--- src/hw/sspp_defines.vh ---
// Constants of the synthesizer serial programming port
`ifndef SSPP_DEFINES_VH
`define SSPP_DEFINES_VH

`define SSPP_WORD_BITS 22
`define SSPP_DATA_BITS 18
`define SSPP_ADDR_BITS 4
`define SSPP_NUM_REGS 16

`define SSPP_ADDR_MAIN 4'h0
`define SSPP_ADDR_GAIN 4'h1
`define SSPP_ADDR_POWER 4'h2
`define SSPP_ADDR_RF1_N 4'h3
`define SSPP_ADDR_RF2_N 4'h4
`define SSPP_ADDR_IF_N 4'h5
`define SSPP_ADDR_RF1_R 4'h6
`define SSPP_ADDR_RF2_R 4'h7
`define SSPP_ADDR_IF_R 4'h8

`define SSPP_PWR_RF_BIT 0
`define SSPP_PWR_IF_BIT 1
`define SSPP_IF_OUTPUT_DIVIDER_LSB 10
`define SSPP_IF_OUTPUT_DIVIDER_MSB 11

`define SSPP_TUNE_PERIODS 13
`define SSPP_TUNE_CNT_BITS 4

`define SSPP_LOOP_RF1 0
`define SSPP_LOOP_RF2 1
`define SSPP_LOOP_IF 2
`define SSPP_NUM_LOOPS 3

`define SSPP_REG_RESET 18'h00000

`endif

--- src/hw/sspp_sync.v ---
// Two-flop synchroniser for a group of pin inputs
`timescale 1ns/1ps
module sspp_sync #(
  parameter WIDTH = 4
) (
  input wire clk,
  input wire rst,
  input wire ce,
  input wire [WIDTH-1:0] async_in,
  output reg [WIDTH-1:0] sync_out
);
  reg [WIDTH-1:0] meta_q;

  // First stage feeds only the second stage
  always @(posedge clk) begin
    if (rst) begin
      meta_q <= {WIDTH{1'b0}};
      sync_out <= {WIDTH{1'b0}};
    end else if (ce) begin
      meta_q <= async_in;
      sync_out <= meta_q;
    end
  end
endmodule

--- src/hw/sspp_top.v ---
// Serial programming port and loop control of a triple-loop synthesizer
`timescale 1ns/1ps
`include "sspp_defines.vh"

// How it works
// RL1: A word is 22 bits: 18 data bits then a 4-bit register address.
// RL2: While enable is low, each serial clock rising edge shifts in one data bit.
// RL3: Enable rising edge copies the data field into the addressed register.
// RL4: With enable high, serial clock and data are ignored; nothing changes.
// RL5: Surplus leading bits are dropped; only the last 22 bits form the word.
// RL6: Only one RF loop is active: the one whose divider was written last.
// RL7: Self-tuning starts on loop powerup by pin or write, and on new frequency.
// RL8: IF output divider ratio is one of 1, 2, 4 or 8.
// RL9: Writing an RF loop's R or N divider routes that loop to the RF output.
// RL10: Self-tuning lasts 13 phase-detector periods, then the loop takes over.
// RL11: Power bits in register 2 request IF and RF powerup at enable rise.
// RL12: The shift register is 22 bits and shifts only while enable is low.
// RL13: Host lowers enable, shifts exactly 22 bits, then raises enable.
module sspp_top #(
  parameter WORD_BITS = `SSPP_WORD_BITS,
  parameter TUNE_PERIODS = `SSPP_TUNE_PERIODS
) (
  input wire clk,
  input wire rst,
  input wire ce,
  input wire serial_clk,
  input wire serial_in_line,
  input wire serial_latch_enable_n,
  input wire powerdown_pin_n,
  input wire [`SSPP_NUM_LOOPS-1:0] pd_tick,
  output reg [`SSPP_DATA_BITS-1:0] main_config_q,
  output reg [`SSPP_DATA_BITS-1:0] pd_gain_q,
  output reg [`SSPP_DATA_BITS-1:0] rf1_n_q,
  output reg [`SSPP_DATA_BITS-1:0] rf2_n_q,
  output reg [`SSPP_DATA_BITS-1:0] if_n_q,
  output reg [`SSPP_DATA_BITS-1:0] rf1_r_q,
  output reg [`SSPP_DATA_BITS-1:0] rf2_r_q,
  output reg [`SSPP_DATA_BITS-1:0] if_r_q,
  output reg if_power_on_bit,
  output reg rf_power_on_bit,
  output reg rf2_selected_q,
  output reg [3:0] if_output_divider,
  output reg rf_powered_q,
  output reg if_powered_q,
  output reg [`SSPP_NUM_LOOPS-1:0] tune_active_q,
  output reg [`SSPP_NUM_LOOPS-1:0] loop_control_q
);
  wire [3:0] pins_s;
  wire sclk_s;
  wire serial_in_line_s;
  wire sen_n_s;
  wire powerdown_pin_n_n_s;
  reg sclk_prev_q;
  reg sen_n_prev_q;
  reg [WORD_BITS-1:0] shift_q;
  reg [`SSPP_DATA_BITS-1:0] regs_q [0:`SSPP_NUM_REGS-1];
  reg commit_q;
  reg [`SSPP_ADDR_BITS-1:0] commit_addr_q;
  reg rf_pow_prev_q;
  reg if_pow_prev_q;
  wire sclk_rise;
  wire sen_rise;
  wire [`SSPP_ADDR_BITS-1:0] word_addr;
  wire [`SSPP_DATA_BITS-1:0] word_data;
  wire rf_pow;
  wire if_pow;
  wire [`SSPP_NUM_LOOPS-1:0] tune_start;
  integer i;

  function is_addr;
    input [`SSPP_ADDR_BITS-1:0] a;
    input [`SSPP_ADDR_BITS-1:0] b;
    begin
      is_addr = (a == b);
    end
  endfunction

  // Pins are asynchronous to clk; serial clock edges are found after syncing
  // Enable is synced inverted so its reset level is idle; no false commit after reset
  sspp_sync #(
    .WIDTH(4)
  ) u_sync (
    .clk(clk),
    .rst(rst),
    .ce(ce),
    .async_in({powerdown_pin_n, ~serial_latch_enable_n, serial_in_line, serial_clk}),
    .sync_out(pins_s)
  );

  assign sclk_s = pins_s[0];
  assign serial_in_line_s = pins_s[1];
  assign sen_n_s = ~pins_s[2];
  assign powerdown_pin_n_n_s = pins_s[3];
  assign sclk_rise = sclk_s & ~sclk_prev_q;
  assign sen_rise = sen_n_s & ~sen_n_prev_q;
  // Address goes out last, so it sits in the low bits of the shift register
  assign word_addr = shift_q[`SSPP_ADDR_BITS-1:0]; // [RL1]
  assign word_data = shift_q[WORD_BITS-1:`SSPP_ADDR_BITS]; // [RL1]

  // Data and clock share the sync latency, so data is stable at the found edge
  always @(posedge clk) begin
    if (rst) begin
      sclk_prev_q <= 1'b0;
      sen_n_prev_q <= 1'b1;
      shift_q <= {WORD_BITS{1'b0}};
    end else if (ce) begin
      sclk_prev_q <= sclk_s;
      sen_n_prev_q <= sen_n_s;
      if (!sen_n_s && sclk_rise) begin // [RL2] [RL4]
        shift_q <= {shift_q[WORD_BITS-2:0], serial_in_line_s}; // [RL5] [RL12]
      end
    end
  end

  // Commit on enable rise; the register write lands in the same cycle, and the outputs follow one cycle later
  always @(posedge clk) begin
    if (rst) begin
      commit_q <= 1'b0;
      commit_addr_q <= {`SSPP_ADDR_BITS{1'b0}};
      rf2_selected_q <= 1'b0;
      for (i = 0; i < `SSPP_NUM_REGS; i = i + 1) begin
        regs_q[i] <= `SSPP_REG_RESET;
      end
    end else if (ce) begin
      commit_q <= sen_rise;
      if (sen_rise) begin
        regs_q[word_addr] <= word_data; // [RL3]
        commit_addr_q <= word_addr;
        if (is_addr(word_addr, `SSPP_ADDR_RF1_N) || is_addr(word_addr, `SSPP_ADDR_RF1_R)) begin
          rf2_selected_q <= 1'b0; // [RL6] [RL9]
        end else if (is_addr(word_addr, `SSPP_ADDR_RF2_N) || is_addr(word_addr, `SSPP_ADDR_RF2_R)) begin
          rf2_selected_q <= 1'b1; // [RL6] [RL9]
        end
      end
    end
  end

  // Loop power follows the pin and the software power bits together
  assign rf_pow = powerdown_pin_n_n_s & regs_q[`SSPP_ADDR_POWER][`SSPP_PWR_RF_BIT]; // [RL11]
  assign if_pow = powerdown_pin_n_n_s & regs_q[`SSPP_ADDR_POWER][`SSPP_PWR_IF_BIT]; // [RL11]

  // A frequency change is a committed write to that loop's N or R divider
  assign tune_start[`SSPP_LOOP_RF1] = rf_pow & ~rf2_selected_q &
    ((rf_pow & ~rf_pow_prev_q) |
     (commit_q & (is_addr(commit_addr_q, `SSPP_ADDR_RF1_N) | is_addr(commit_addr_q, `SSPP_ADDR_RF1_R))));
  assign tune_start[`SSPP_LOOP_RF2] = rf_pow & rf2_selected_q &
    ((rf_pow & ~rf_pow_prev_q) |
     (commit_q & (is_addr(commit_addr_q, `SSPP_ADDR_RF2_N) | is_addr(commit_addr_q, `SSPP_ADDR_RF2_R))));
  assign tune_start[`SSPP_LOOP_IF] = (if_pow & ~if_pow_prev_q) |
    (if_pow & commit_q & (is_addr(commit_addr_q, `SSPP_ADDR_IF_N) | is_addr(commit_addr_q, `SSPP_ADDR_IF_R)));

  always @(posedge clk) begin
    if (rst) begin
      rf_pow_prev_q <= 1'b0;
      if_pow_prev_q <= 1'b0;
      rf_powered_q <= 1'b0;
      if_powered_q <= 1'b0;
      if_power_on_bit <= 1'b0;
      rf_power_on_bit <= 1'b0;
      if_output_divider <= 4'h1;
      main_config_q <= `SSPP_REG_RESET;
      pd_gain_q <= `SSPP_REG_RESET;
      rf1_n_q <= `SSPP_REG_RESET;
      rf2_n_q <= `SSPP_REG_RESET;
      if_n_q <= `SSPP_REG_RESET;
      rf1_r_q <= `SSPP_REG_RESET;
      rf2_r_q <= `SSPP_REG_RESET;
      if_r_q <= `SSPP_REG_RESET;
    end else if (ce) begin
      rf_pow_prev_q <= rf_pow;
      if_pow_prev_q <= if_pow;
      rf_powered_q <= rf_pow;
      if_powered_q <= if_pow;
      rf_power_on_bit <= regs_q[`SSPP_ADDR_POWER][`SSPP_PWR_RF_BIT];
      if_power_on_bit <= regs_q[`SSPP_ADDR_POWER][`SSPP_PWR_IF_BIT];
      // Two select bits give exactly four ratios as a power of two
      case (regs_q[`SSPP_ADDR_MAIN][`SSPP_IF_OUTPUT_DIVIDER_MSB:`SSPP_IF_OUTPUT_DIVIDER_LSB]) // [RL8]
        2'h0: if_output_divider <= 4'h1;
        2'h1: if_output_divider <= 4'h2;
        2'h2: if_output_divider <= 4'h4;
        default: if_output_divider <= 4'h8;
      endcase
      main_config_q <= regs_q[`SSPP_ADDR_MAIN];
      pd_gain_q <= regs_q[`SSPP_ADDR_GAIN];
      rf1_n_q <= regs_q[`SSPP_ADDR_RF1_N];
      rf2_n_q <= regs_q[`SSPP_ADDR_RF2_N];
      if_n_q <= regs_q[`SSPP_ADDR_IF_N];
      rf1_r_q <= regs_q[`SSPP_ADDR_RF1_R];
      rf2_r_q <= regs_q[`SSPP_ADDR_RF2_R];
      if_r_q <= regs_q[`SSPP_ADDR_IF_R];
    end
  end

  // One tuning timer per loop, counted in phase-detector periods
  genvar g;
  generate
    for (g = 0; g < `SSPP_NUM_LOOPS; g = g + 1) begin : g_tune
      reg [`SSPP_TUNE_CNT_BITS-1:0] cnt_q;
      wire powered;
      if (g == `SSPP_LOOP_RF1) begin : g_p1
        assign powered = rf_pow & ~rf2_selected_q; // [RL6]
      end else if (g == `SSPP_LOOP_RF2) begin : g_p2
        assign powered = rf_pow & rf2_selected_q; // [RL6]
      end else begin : g_p3
        assign powered = if_pow;
      end
      always @(posedge clk) begin
        if (rst) begin
          cnt_q <= {`SSPP_TUNE_CNT_BITS{1'b0}};
          tune_active_q[g] <= 1'b0;
          loop_control_q[g] <= 1'b0;
        end else if (ce) begin
          if (!powered) begin
            cnt_q <= {`SSPP_TUNE_CNT_BITS{1'b0}};
            tune_active_q[g] <= 1'b0;
            loop_control_q[g] <= 1'b0;
          end else if (tune_start[g]) begin
            // A restart mid-tune begins the full period count again
            cnt_q <= {`SSPP_TUNE_CNT_BITS{1'b0}}; // [RL7]
            tune_active_q[g] <= 1'b1; // [RL7]
            loop_control_q[g] <= 1'b0;
          end else if (tune_active_q[g] && pd_tick[g]) begin
            if (cnt_q == TUNE_PERIODS[`SSPP_TUNE_CNT_BITS-1:0] - 4'h1) begin // [RL10]
              tune_active_q[g] <= 1'b0;
              loop_control_q[g] <= 1'b1; // [RL10]
            end else begin
              cnt_q <= cnt_q + 4'h1;
            end
          end
        end
      end
    end
  endgenerate
endmodule

--- config.mk ---
export PLATFORM = sky130hd
export DESIGN_NAME = sspp_top
export DESIGN_NICKNAME = d
export VERILOG_FILES = /design/src/hw/sspp_sync.v /design/src/hw/sspp_top.v
export VERILOG_INCLUDE_DIRS = /design/src /design/src/hw
export SDC_FILE = /design/constraint.sdc
export NUM_CORES = 1
export LEC_CHECK = 0
export BUFFER_PORTS_ARGS = -buffer_cell sky130_fd_sc_hd__buf_2
export CAP_MARGIN = 30
export CORE_MARGIN = 4
export CORE_UTILIZATION = 36
export CTS_BUF_LIST = sky130_fd_sc_hd__clkbuf_2 sky130_fd_sc_hd__clkbuf_4 sky130_fd_sc_hd__clkbuf_8
export DETAILED_ROUTE_END_ITERATION = 6
export PLACE_DENSITY = 0.6
export SYNTH_ARGS = -nofsm -noshare
export SYNTH_HDL_FRONTEND = slang
export SYNTH_SLANG_ARGS = --single-unit
--- constraint.sdc ---
create_clock -name clk -period 8.3 [get_ports clk]
set_input_delay 1.66 -clock clk [delete_from_list [all_inputs] [get_ports clk]]
set_output_delay 1.66 -clock clk [all_outputs]
set_load 0.005 [all_outputs]
==> results.sh, run 1 <==
export IMPL_seq_power_share_pct=50.2
export IMPL_p_comb_share_pct=4.5
export IMPL_syn2layout_area_growth_pct=19.31
export IMPL_detail_route_wl_per_cell_um=18.77
export IMPL_ys_flop_type="dfxtp_1"
export IMPL_io_buffers=168
export IMPL_synth_common_cells="208 x dfxtp_1, 169 x nor2_1, 157 x mux2i_1"
export IMPL_period_share_pct=51.67
export IMPL_grt_overflow_total=0
export IMPL_crit_fanout=81
export IMPL_htreeDepth=2
export IMPL_ir_worst_vdd_v=0.0001588
export IMPL_final_antenna_net_count=0
export IMPL_place_gp_congestion=0.7791
export IMPL_clk_path_buf_depth=3
export IMPL_dp_hpwl_um=21140
export IMPL_sw_frac_of_total_pct=22.43
export IMPL_dieArea_um2=40070
export IMPL_drv_slew=0
export IMPL_p_switching_w=0.0008596
export IMPL_min_period_ns=4.288
export IMPL_crit_path_cell_trace="buf_8 -> or3b_1 -> or4b_4 -> nor3_4 -> or2_1"
export IMPL_avgViaCountPerCell=4.802
export IMPL_initial_core_util_pct=36.40
export IMPL_dr_pass1_iters=5
export IMPL_synth_most_common_cell="dfxtp_1"
export IMPL_drive_gt1_share_pct=21.84
export IMPL_end_kind="flop"
export IMPL_tightestPinTransition_ns=0.8972
export IMPL_postCtsSetupBuffers=0
export IMPL_syn_area_per_cell_um2=11.85
export IMPL_p_leak_nw=6.748
export IMPL_cp_slowest_cell="or2_1"
export IMPL_drtIter0Drc=484
export IMPL_fin_nets=1306
export IMPL_yosysUniqueCellTypes=58
export IMPL_core_um2=36520
export IMPL_finalSetupViolCount=0
export IMPL_slowest_delay_ns=0.65
export IMPL_cts_buffers=58
export IMPL_track_usage_pct=16.45
export IMPL_syn_nets=1138
export IMPL_cts_resized=0
export IMPL_grt_pass1_vias=8519
export IMPL_wirelength_um=33870
export IMPL_ys_seq_area_share_pct=64.30
export IMPL_yosysTopAreaCell="edfxtp_1"
export IMPL_crit_family="simple AND/OR/NAND/NOR gates"
export IMPL_dp_cells=1698
export IMPL_cts_sinks=354
export IMPL_power_frac_clock_pct=45.3
export IMPL_totalPowerFinal_w=0.003833
export IMPL_async_reset_ff_share_pct=0
export IMPL_synthCells=1122
export IMPL_io_pins=169
export IMPL_synth_top_area_share_pct=32.98
export IMPL_drc=0
export IMPL_relSlewSlack_pct=40.11
export IMPL_yosys_top_cells_area="edfxtp_1 33%, dfxtp_1 31%, mux2i_1 12%"
export IMPL_postCtsHoldBufs=0
export IMPL_die_width_um=200.2
export IMPL_die_h_um=200.2
export IMPL_crit_arrival_ns=4.51
export IMPL_fillerInstances=3394
export IMPL_hold_viol_final=0
export IMPL_synth_seq_cells=354
export IMPL_clkLatencyLatePin_ns=0.62
export IMPL_drv_cap=0
export IMPL_fp_row_count=70
export IMPL_rsz0062_at_grt="false"
export IMPL_syn_cell_area_um2=13290
export IMPL_vias=8668
export IMPL_ys_warn_count=0
export IMPL_fin_worst_skew_ns=0.03600
export IMPL_grt_first_pass_wirelength_um=51580
export IMPL_final_cell_count_no_fill=1805
export IMPL_antenna_cells=0
export IMPL_cts_clk_slew_worst_paths_ns=0.06
export IMPL_internal_power_w=0.002973
export IMPL_cp_required_ns=8.52
export IMPL_hp_class="reg2reg"
export IMPL_grt_max_degree=85
export IMPL_synth_edf_count=146
export IMPL_final_setup_tns_ns=0
export IMPL_cts_root_buf="clkbuf_8"
export IMPL_antenna_found_initial=2
export IMPL_cts_tree="built"
export IMPL_run_status="completed"
export IMPL_cp_start_kind="primary input"
export IMPL_crit_buf_inv=1
export IMPL_critPathKind="in2reg"
export IMPL_p_per_area_nw_per_um2=241.7
export IMPL_fmax_mhz=233.2
[worst reg2reg max path: stages, from the launching register on]
cell and delay [ns]:
dfxtp_1 0.34, or3b_1 0.54, or4b_4 0.61, nor3_4 0.44
or2_1 0.65
[metrics by stage]
step	util [%]	hold WS, ns	setup WS (ns)	instance area [um2]
after floorplan	-	0.4312	4.357	13290
after global placement	39.75	0.4520	3.439	14520
after detailed placement	39.75	0.4545	3.389	14520
after CTS	43.43	0.4606	4.040	15860
after global routing	43.43	0.4863	3.829	15860
final	43.43	0.4581	4.012	15860
[final timing paths]
| check | from | to | cells past startpoint | slack [ns] |
|---|---|---|---|---|
| max | ce | regs_q[4][14] | 5 | 4.01 |
| min | regs_q[3][14] | rf1_n_q[14] | 2 | 0.46 |
| max reg2reg | u_sync.sync_out[2] | regs_q[4][14] | 4 | 5.34 |
| min reg2reg | regs_q[3][14] | rf1_n_q[14] | 2 | 0.46 |
[kinds of logic (layout without fill, tap and decap cells)]
| group | Yosys count | after routing | share of synthesized area, % |
|---|---|---|---|
| simple gates | 446 | 446 | 17.06 |
| flops | 354 | 354 | 64.30 |
| mux | 158 | 158 | 11.91 |
| compound gates | 81 | 81 | 3.746 |
| buf+inv | 74 | 289 | 2.221 |
| fa+ha+maj | 6 | 6 | 0.5647 |
| xor+xnor | 3 | 3 | 0.1977 |
[power groups by stage]
stage / sequential, W / combinational (W) / clock (W)
after floorplan: 0.00195 / 0.000105 / 0
after global placement: 0.00196 / 0.000173 / 0
after detailed placement: 0.00196 / 0.000176 / 0
after CTS: 0.00193 / 0.000177 / 0.00178
after global routing: 0.00193 / 0.000192 / 0.00186
final: 0.00193 / 0.000172 / 0.00174
[registers in the layout, indices dropped and copies added (netlist names), 4 cells and up]
name               flops
pd_gain_q             18
commit_addr_q          4
u_sync.meta_q          4
rf2_n_q               18
if_r_q                18
g_tune.cnt_q          12
shift_q               22
rf2_r_q               18
regs_q               146
main_config_q         18
if_n_q                18
rf1_r_q               18
rf1_n_q               18
u_sync.sync_out        4
if_output_divider      4
[cell type report]
| type | instances | area (um2) | share of cell area [%] |
|---|---|---|---|
| clock inverter | 33 | 381.6 | 2.406 |
| timing repair buffer | 173 | 894.6 | 5.640 |
| sequential | 354 | 8548 | 53.89 |
| multi-input combinational | 694 | 4456 | 28.09 |
| tap | 468 | 585.6 | 3.692 |
| inverter | 9 | 33.78 | 0.2130 |
| clock buffer | 74 | 962.2 | 6.066 |
[metal layers]
layer / global-route usage (%) / share of wire, % / vias up
met5: 0 / 0 / -
met4: 5.582 / 2.5 / 0
met3: 3.562 / 5.9 / 60
met2: 25.35 / 44 / 259
met1: 23.14 / 47 / 4150
li1: - / - / 4199
[cell usage in the layout (no fill, tap or decap), types with 4 or more instances in the layout]
master and n:
clkinv_1 7, mux2i_1 157, nor2b_1 4, nand2_1 64, clkinv_2 13, clkbuf_4 9, buf_4 5, clkbuf_8 65
nand2b_1 5, a21o_1 5, o31ai_1 4, and2_1 148, ha_1 6, bufinv_16 8, a211oi_1 5, inv_1 8
a21oi_1 38, and3_1 8, dfxtp_1 208, nor2_1 169, nand3_1 11, edfxtp_1 146, buf_2 166, o21ai_0 9
or2_2 8
Note: power is estimated with default switching activity, not from simulation.
==> run 2: changes to the inputs <==
Clock period 8.3 ns to 4.2 ns, I/O delays scaled along.
==> results.sh, run 2 (synthesis gave the netlist of run 1 again) <==
export IMPL_run_status="completed"
export IMPL_layout_commonest_cell="dfxtp_1"
export IMPL_reg2reg_to="regs_q[4][4]"
export IMPL_cts_root_buf="clkbuf_8"
export IMPL_clk_path_buf_depth=3
export IMPL_die_width_um=200.2
export IMPL_largest_reg_flops=146
export IMPL_hold_viol_final=0
export IMPL_cts_sinks=354
export IMPL_cts_resized=0
export IMPL_fin_nets=1312
export IMPL_drv_slew=0
export IMPL_drtIter0Drc=448
export IMPL_ir_worst_vdd_v=0.0002422
export IMPL_reg2reg_from="u_sync.sync_out[2]"
export IMPL_io_buffers=168
export IMPL_regMostFlops="regs_q"
export IMPL_crit_fanout=18
export IMPL_final_cell_count_no_fill=1815
export IMPL_crit_end="regs_q[4][4]"
export IMPL_layout_common_cells="208 x dfxtp_1, 169 x nor2_1, 166 x buf_2, 157 x mux2i_1, 148 x and2_1"
export IMPL_startpoint="u_sync.sync_out[2]"
export IMPL_postCtsSetupBuffers=0
export IMPL_place_gp_congestion=0.7602
export IMPL_sw_frac_of_total_pct=23.04
export IMPL_relSlewSlack_pct=36.51
export IMPL_critPathKind="reg2reg"
export IMPL_tightestPinTransition_ns=0.9524
export IMPL_min_period_ns=2.750
export IMPL_detail_route_wl_per_cell_um=18.71
export IMPL_grt_first_pass_wirelength_um=52050
export IMPL_crit_arrival_ns=2.99
export IMPL_post_place_ws_ns=0.8564
export IMPL_wirelength_um=33960
export IMPL_wl_met2_um=15620
export IMPL_wl_met1_um=15840
export IMPL_grt_max_degree=138
export IMPL_final_setup_tns_ns=0
export IMPL_fin_area_um2=15760
export IMPL_place_area_um2=14570
export IMPL_avgViaCountPerCell=4.781
export IMPL_power_frac_clock_pct=42.2
export IMPL_routed_top_layer="met4"
export IMPL_seq_power_share_pct=53.0
export IMPL_reg2reg_setup_slack_ns=1.45
export IMPL_reg2reg_depth=4
export IMPL_reg_largest_list="regs_q (146), shift_q (22)"
export IMPL_p_leak_nw=6.716
export IMPL_drc=0
export IMPL_cts_buffers=60
export IMPL_cp_required_ns=4.44
export IMPL_syn2layout_area_growth_pct=18.57
export IMPL_initial_core_util_pct=36.40
export IMPL_fin_worst_skew_ns=0.02255
export IMPL_vias=8677
export IMPL_final_antenna_net_count=0
export IMPL_dieArea_um2=40070
export IMPL_antenna_found_initial=0
export IMPL_p_comb_share_pct=4.8
export IMPL_cts_tree="built"
export IMPL_dr_pass1_iters=5
export IMPL_p_switching_w=0.001654
export IMPL_cts_clk_slew_worst_paths_ns=0.06
export IMPL_htreeDepth=2
export IMPL_finalSetupViolCount=0
export IMPL_slowest_delay_ns=0.67
export IMPL_io_pins=169
export IMPL_drive_gt1_share_pct=22.01
export IMPL_drv_cap=0
export IMPL_fmax_mhz=363.6
export IMPL_fillerInstances=3433
export IMPL_die_h_um=200.2
export IMPL_grt_pass1_vias=8681
export IMPL_grt_overflow_total=0
export IMPL_track_usage_pct=16.57
export IMPL_postCtsHoldBufs=0
export IMPL_core_um2=36520
export IMPL_setup_slack_ns=1.450
export IMPL_final_core_util_pct=43.16
export IMPL_internal_power_w=0.005525
export IMPL_period_share_pct=65.48
export IMPL_dp_cells=1702
export IMPL_crit_path_cell_trace="or3b_1 -> or4b_4 -> nor3_4 -> or2_1"
export IMPL_rsz0062_at_grt="false"
export IMPL_end_kind="flop"
export IMPL_fp_row_count=70
export IMPL_p_per_area_nw_per_um2=455.4
export IMPL_cp_slowest_cell="or2_1"
export IMPL_dr_wl_met3_um=1725
export IMPL_cp_start_kind="flop"
export IMPL_clkLatencyLatePin_ns=0.63
export IMPL_hp_class="in2reg"
export IMPL_dp_hpwl_um=20760
==> run 2: changes by cell type in the layout (fill, tap and decap cells not counted) <==
cell / delta
buf_12: +2
buf_4: +2
bufinv_16: -7
clkbuf_4: +14
clkbuf_8: -2
clkinv_1: +4
clkinv_2: -3
clkinv_8: -1
clkinvlp_4: -1
diode_2: +2
inv_6: +1
inv_8: -1
==> run 2: critical path, delay by kind of cell, from the launching register on <==
family	cells	cell delay, ns
AND/OR/NAND/NOR	4	2.01
flip-flops	1	0.35
==> run 2: area by class of cell <==
class	instances	area (um2)	share of cell area, %
inverters	9	33.78	0.2143
diodes	2	5.005	0.03175
multi-input cells	694	4456	28.27
clock inverters	25	145.1	0.9208
repair buffers	177	949.7	6.025
well taps	468	585.6	3.715
flip-flops and latches	354	8548	54.23
clock buffers	86	1040	6.596
==> run 2: metal layers <==
layer	global-route usage, %	vias to the layer above
met4	5.754	0
met2	26.40	225
li1	-	4215
met5	0	-
met1	22.60	4184
met3	3.464	53
==> run 2: stage by stage <==
step	power, W	hold slack [ns]
floorplan	0.004059	0.4312
global placement	0.004222	0.4490
detailed placement	0.004227	0.4540
CTS	0.007291	0.3441
global route	0.007507	0.3611
finish	0.007179	0.3954
==> run 2: worst min path at each step <==
stage,start,end,cells past startpoint
after detailed placement,if_output_divider[2],if_output_divider[2],2
after global placement,loop_control_q[1],loop_control_q[1],2
after floorplan,u_sync.sync_out[1],shift_q[0],2
final,serial_latch_enable_n,u_sync.meta_q[2],2
after global routing,serial_latch_enable_n,u_sync.meta_q[2],2
after CTS,serial_latch_enable_n,u_sync.meta_q[2],2
==> run 2: power groups by stage <==
stage	combinational, W	sequential [W]	clock [W]
after floorplan	0.000207	0.00385	0
after global placement	0.000347	0.00387	0
after detailed placement	0.000353	0.00387	0
after CTS	0.000355	0.00380	0.00313
after global routing	0.000387	0.00382	0.00330
final	0.000345	0.00380	0.00303
==> run 3: changes to the inputs <==
Clock period 4.2 ns to 2.9 ns, I/O delays scaled along.
==> results.sh, run 3 (synthesis gave the netlist of run 1 again) <==
export IMPL_die_width_um=200.2
export IMPL_cts_root_buf="clkbuf_8"
export IMPL_dieArea_um2=40070
export IMPL_reg_largest_list="regs_q (146), shift_q (22)"
export IMPL_io_pins=169
export IMPL_clkLatencyLatePin_ns=0.61
export IMPL_largest_reg_flops=146
export IMPL_crit_arrival_ns=2.53
export IMPL_period_share_pct=78.54
export IMPL_drive_gt1_share_pct=23.03
export IMPL_final_setup_tns_ns=0
export IMPL_hold_depth=2
export IMPL_track_usage_pct=16.63
export IMPL_cp_required_ns=3.15
export IMPL_grt_max_degree=91
export IMPL_critPathKind="reg2reg"
export IMPL_dr_pass1_iters=4
export IMPL_tightestPinTransition_ns=0.8336
export IMPL_reg2reg_depth=4
export IMPL_vias=8785
export IMPL_end_kind="flop"
export IMPL_cp_start_kind="flop"
export IMPL_drtIter0Drc=424
export IMPL_drv_cap=0
export IMPL_drc=0
export IMPL_slowest_delay_ns=0.49
export IMPL_dp_cells=1712
export IMPL_cts_clk_slew_worst_paths_ns=0.06
export IMPL_startpoint="u_sync.sync_out[2]"
export IMPL_cts_resized=0
export IMPL_cts_sinks=354
export IMPL_avgViaCountPerCell=4.816
export IMPL_cts_buffers=59
export IMPL_htreeDepth=2
export IMPL_hold_end="u_sync.meta_q[2]"
export IMPL_fin_nets=1321
export IMPL_rsz0062_at_grt="false"
export IMPL_fp_row_count=70
export IMPL_reg2reg_setup_slack_ns=0.62
export IMPL_run_status="completed"
export IMPL_fin_worst_skew_ns=0.01841
export IMPL_finalSetupViolCount=0
export IMPL_place_gp_congestion=0.7571
export IMPL_reg2reg_to="regs_q[0][13]"
export IMPL_grt_overflow_total=0
export IMPL_core_um2=36520
export IMPL_dp_hpwl_um=20850
export IMPL_drv_slew=0
export IMPL_syn2layout_area_growth_pct=19.91
export IMPL_initial_core_util_pct=36.40
export IMPL_detail_route_wl_per_cell_um=18.64
export IMPL_fmax_mhz=439.1
export IMPL_regMostFlops="regs_q"
export IMPL_ir_worst_vdd_v=0.0003363
export IMPL_p_per_area_nw_per_um2=672.2
export IMPL_postCtsHoldBufs=0
export IMPL_reg2reg_from="u_sync.sync_out[2]"
export IMPL_p_leak_nw=6.821
export IMPL_crit_path_cell_trace="or3b_1 -> or4_4 -> nor3_4 -> or2_2"
export IMPL_hp_class="in2reg"
export IMPL_cp_slowest_cell="or4_4"
export IMPL_clk_path_buf_depth=3
export IMPL_postCtsSetupBuffers=0
export IMPL_antenna_found_initial=1
export IMPL_crit_fanout=18
export IMPL_grt_first_pass_wirelength_um=52490
export IMPL_post_place_ws_ns=0.3295
export IMPL_worstHoldStart="serial_latch_enable_n"
export IMPL_layout_common_cells="208 x dfxtp_1, 169 x nor2_1, 166 x buf_2, 157 x mux2i_1, 148 x and2_1"
export IMPL_relSlewSlack_pct=44.43
export IMPL_hold_viol_final=0
export IMPL_final_antenna_net_count=0
export IMPL_setup_slack_ns=0.6224
export IMPL_layout_commonest_cell="dfxtp_1"
export IMPL_io_buffers=168
export IMPL_min_period_ns=2.278
export IMPL_cts_tree="built"
export IMPL_final_cell_count_no_fill=1824
export IMPL_wirelength_um=34010
export IMPL_fillerInstances=3383
export IMPL_grt_pass1_vias=8695
export IMPL_die_h_um=200.2
run 3: layer usage:
layer	up-vias	track usage (%)	wire (um)	part of all wire, %
met5	-	0	0	0
met4	0	5.237	621	1.8
met3	43	3.869	1878	5.5
met2	209	26.28	15550	46
met1	4290	22.88	15960	47
li1	4243	-	-	-
run 3: where the power goes:
part	switching [W]	internal, W
Clock	0.00196	0.00274
Sequential	0.000110	0.00539
Combinational	0.000291	0.000217
Total	0.00236	0.00835
run 3: critical path, delay by kind of cell, from the launching register on:
kind             cells  cell delay [ns]
and+or+nand+nor      4             1.58
DFF                  1             0.36
run 3: cell type report:
class                   count  area, um2  share of cell area (%)
clock buffers             100       1189                   7.457
well taps                 468      585.6                   3.673
multi-input cells         694       4456                   27.95
flip-flops and latches    354       8548                   53.63
clock inverters            11      101.3                  0.6358
inverters                   9      33.78                  0.2119
repair buffers            187       1025                   6.429
diodes                      1      2.502                 0.01570
run 3: stage by stage:
stage          hold slack [ns]  power [W]  instance area (um2)  utilization (%)
2_1_floorplan           0.4312   0.005878                13290                -
3_3_place_gp            0.4493   0.006116                14650            40.11
3_5_place_dp            0.4535   0.006125                14650            40.11
4_1_cts                 0.1399    0.01088                15940            43.64
5_1_grt                 0.1592    0.01118                15940            43.64
6_report                0.1983    0.01072                15940            43.65
run 3: worst max-delay path by stage:
stage                         end  cells after the start
global route         regs_q[7][0]                      4
detailed placement  regs_q[6][15]                      5
CTS                 regs_q[6][11]                      4
global placement     regs_q[7][4]                      5
finish              regs_q[0][13]                      4
floorplan            regs_q[4][0]                      6
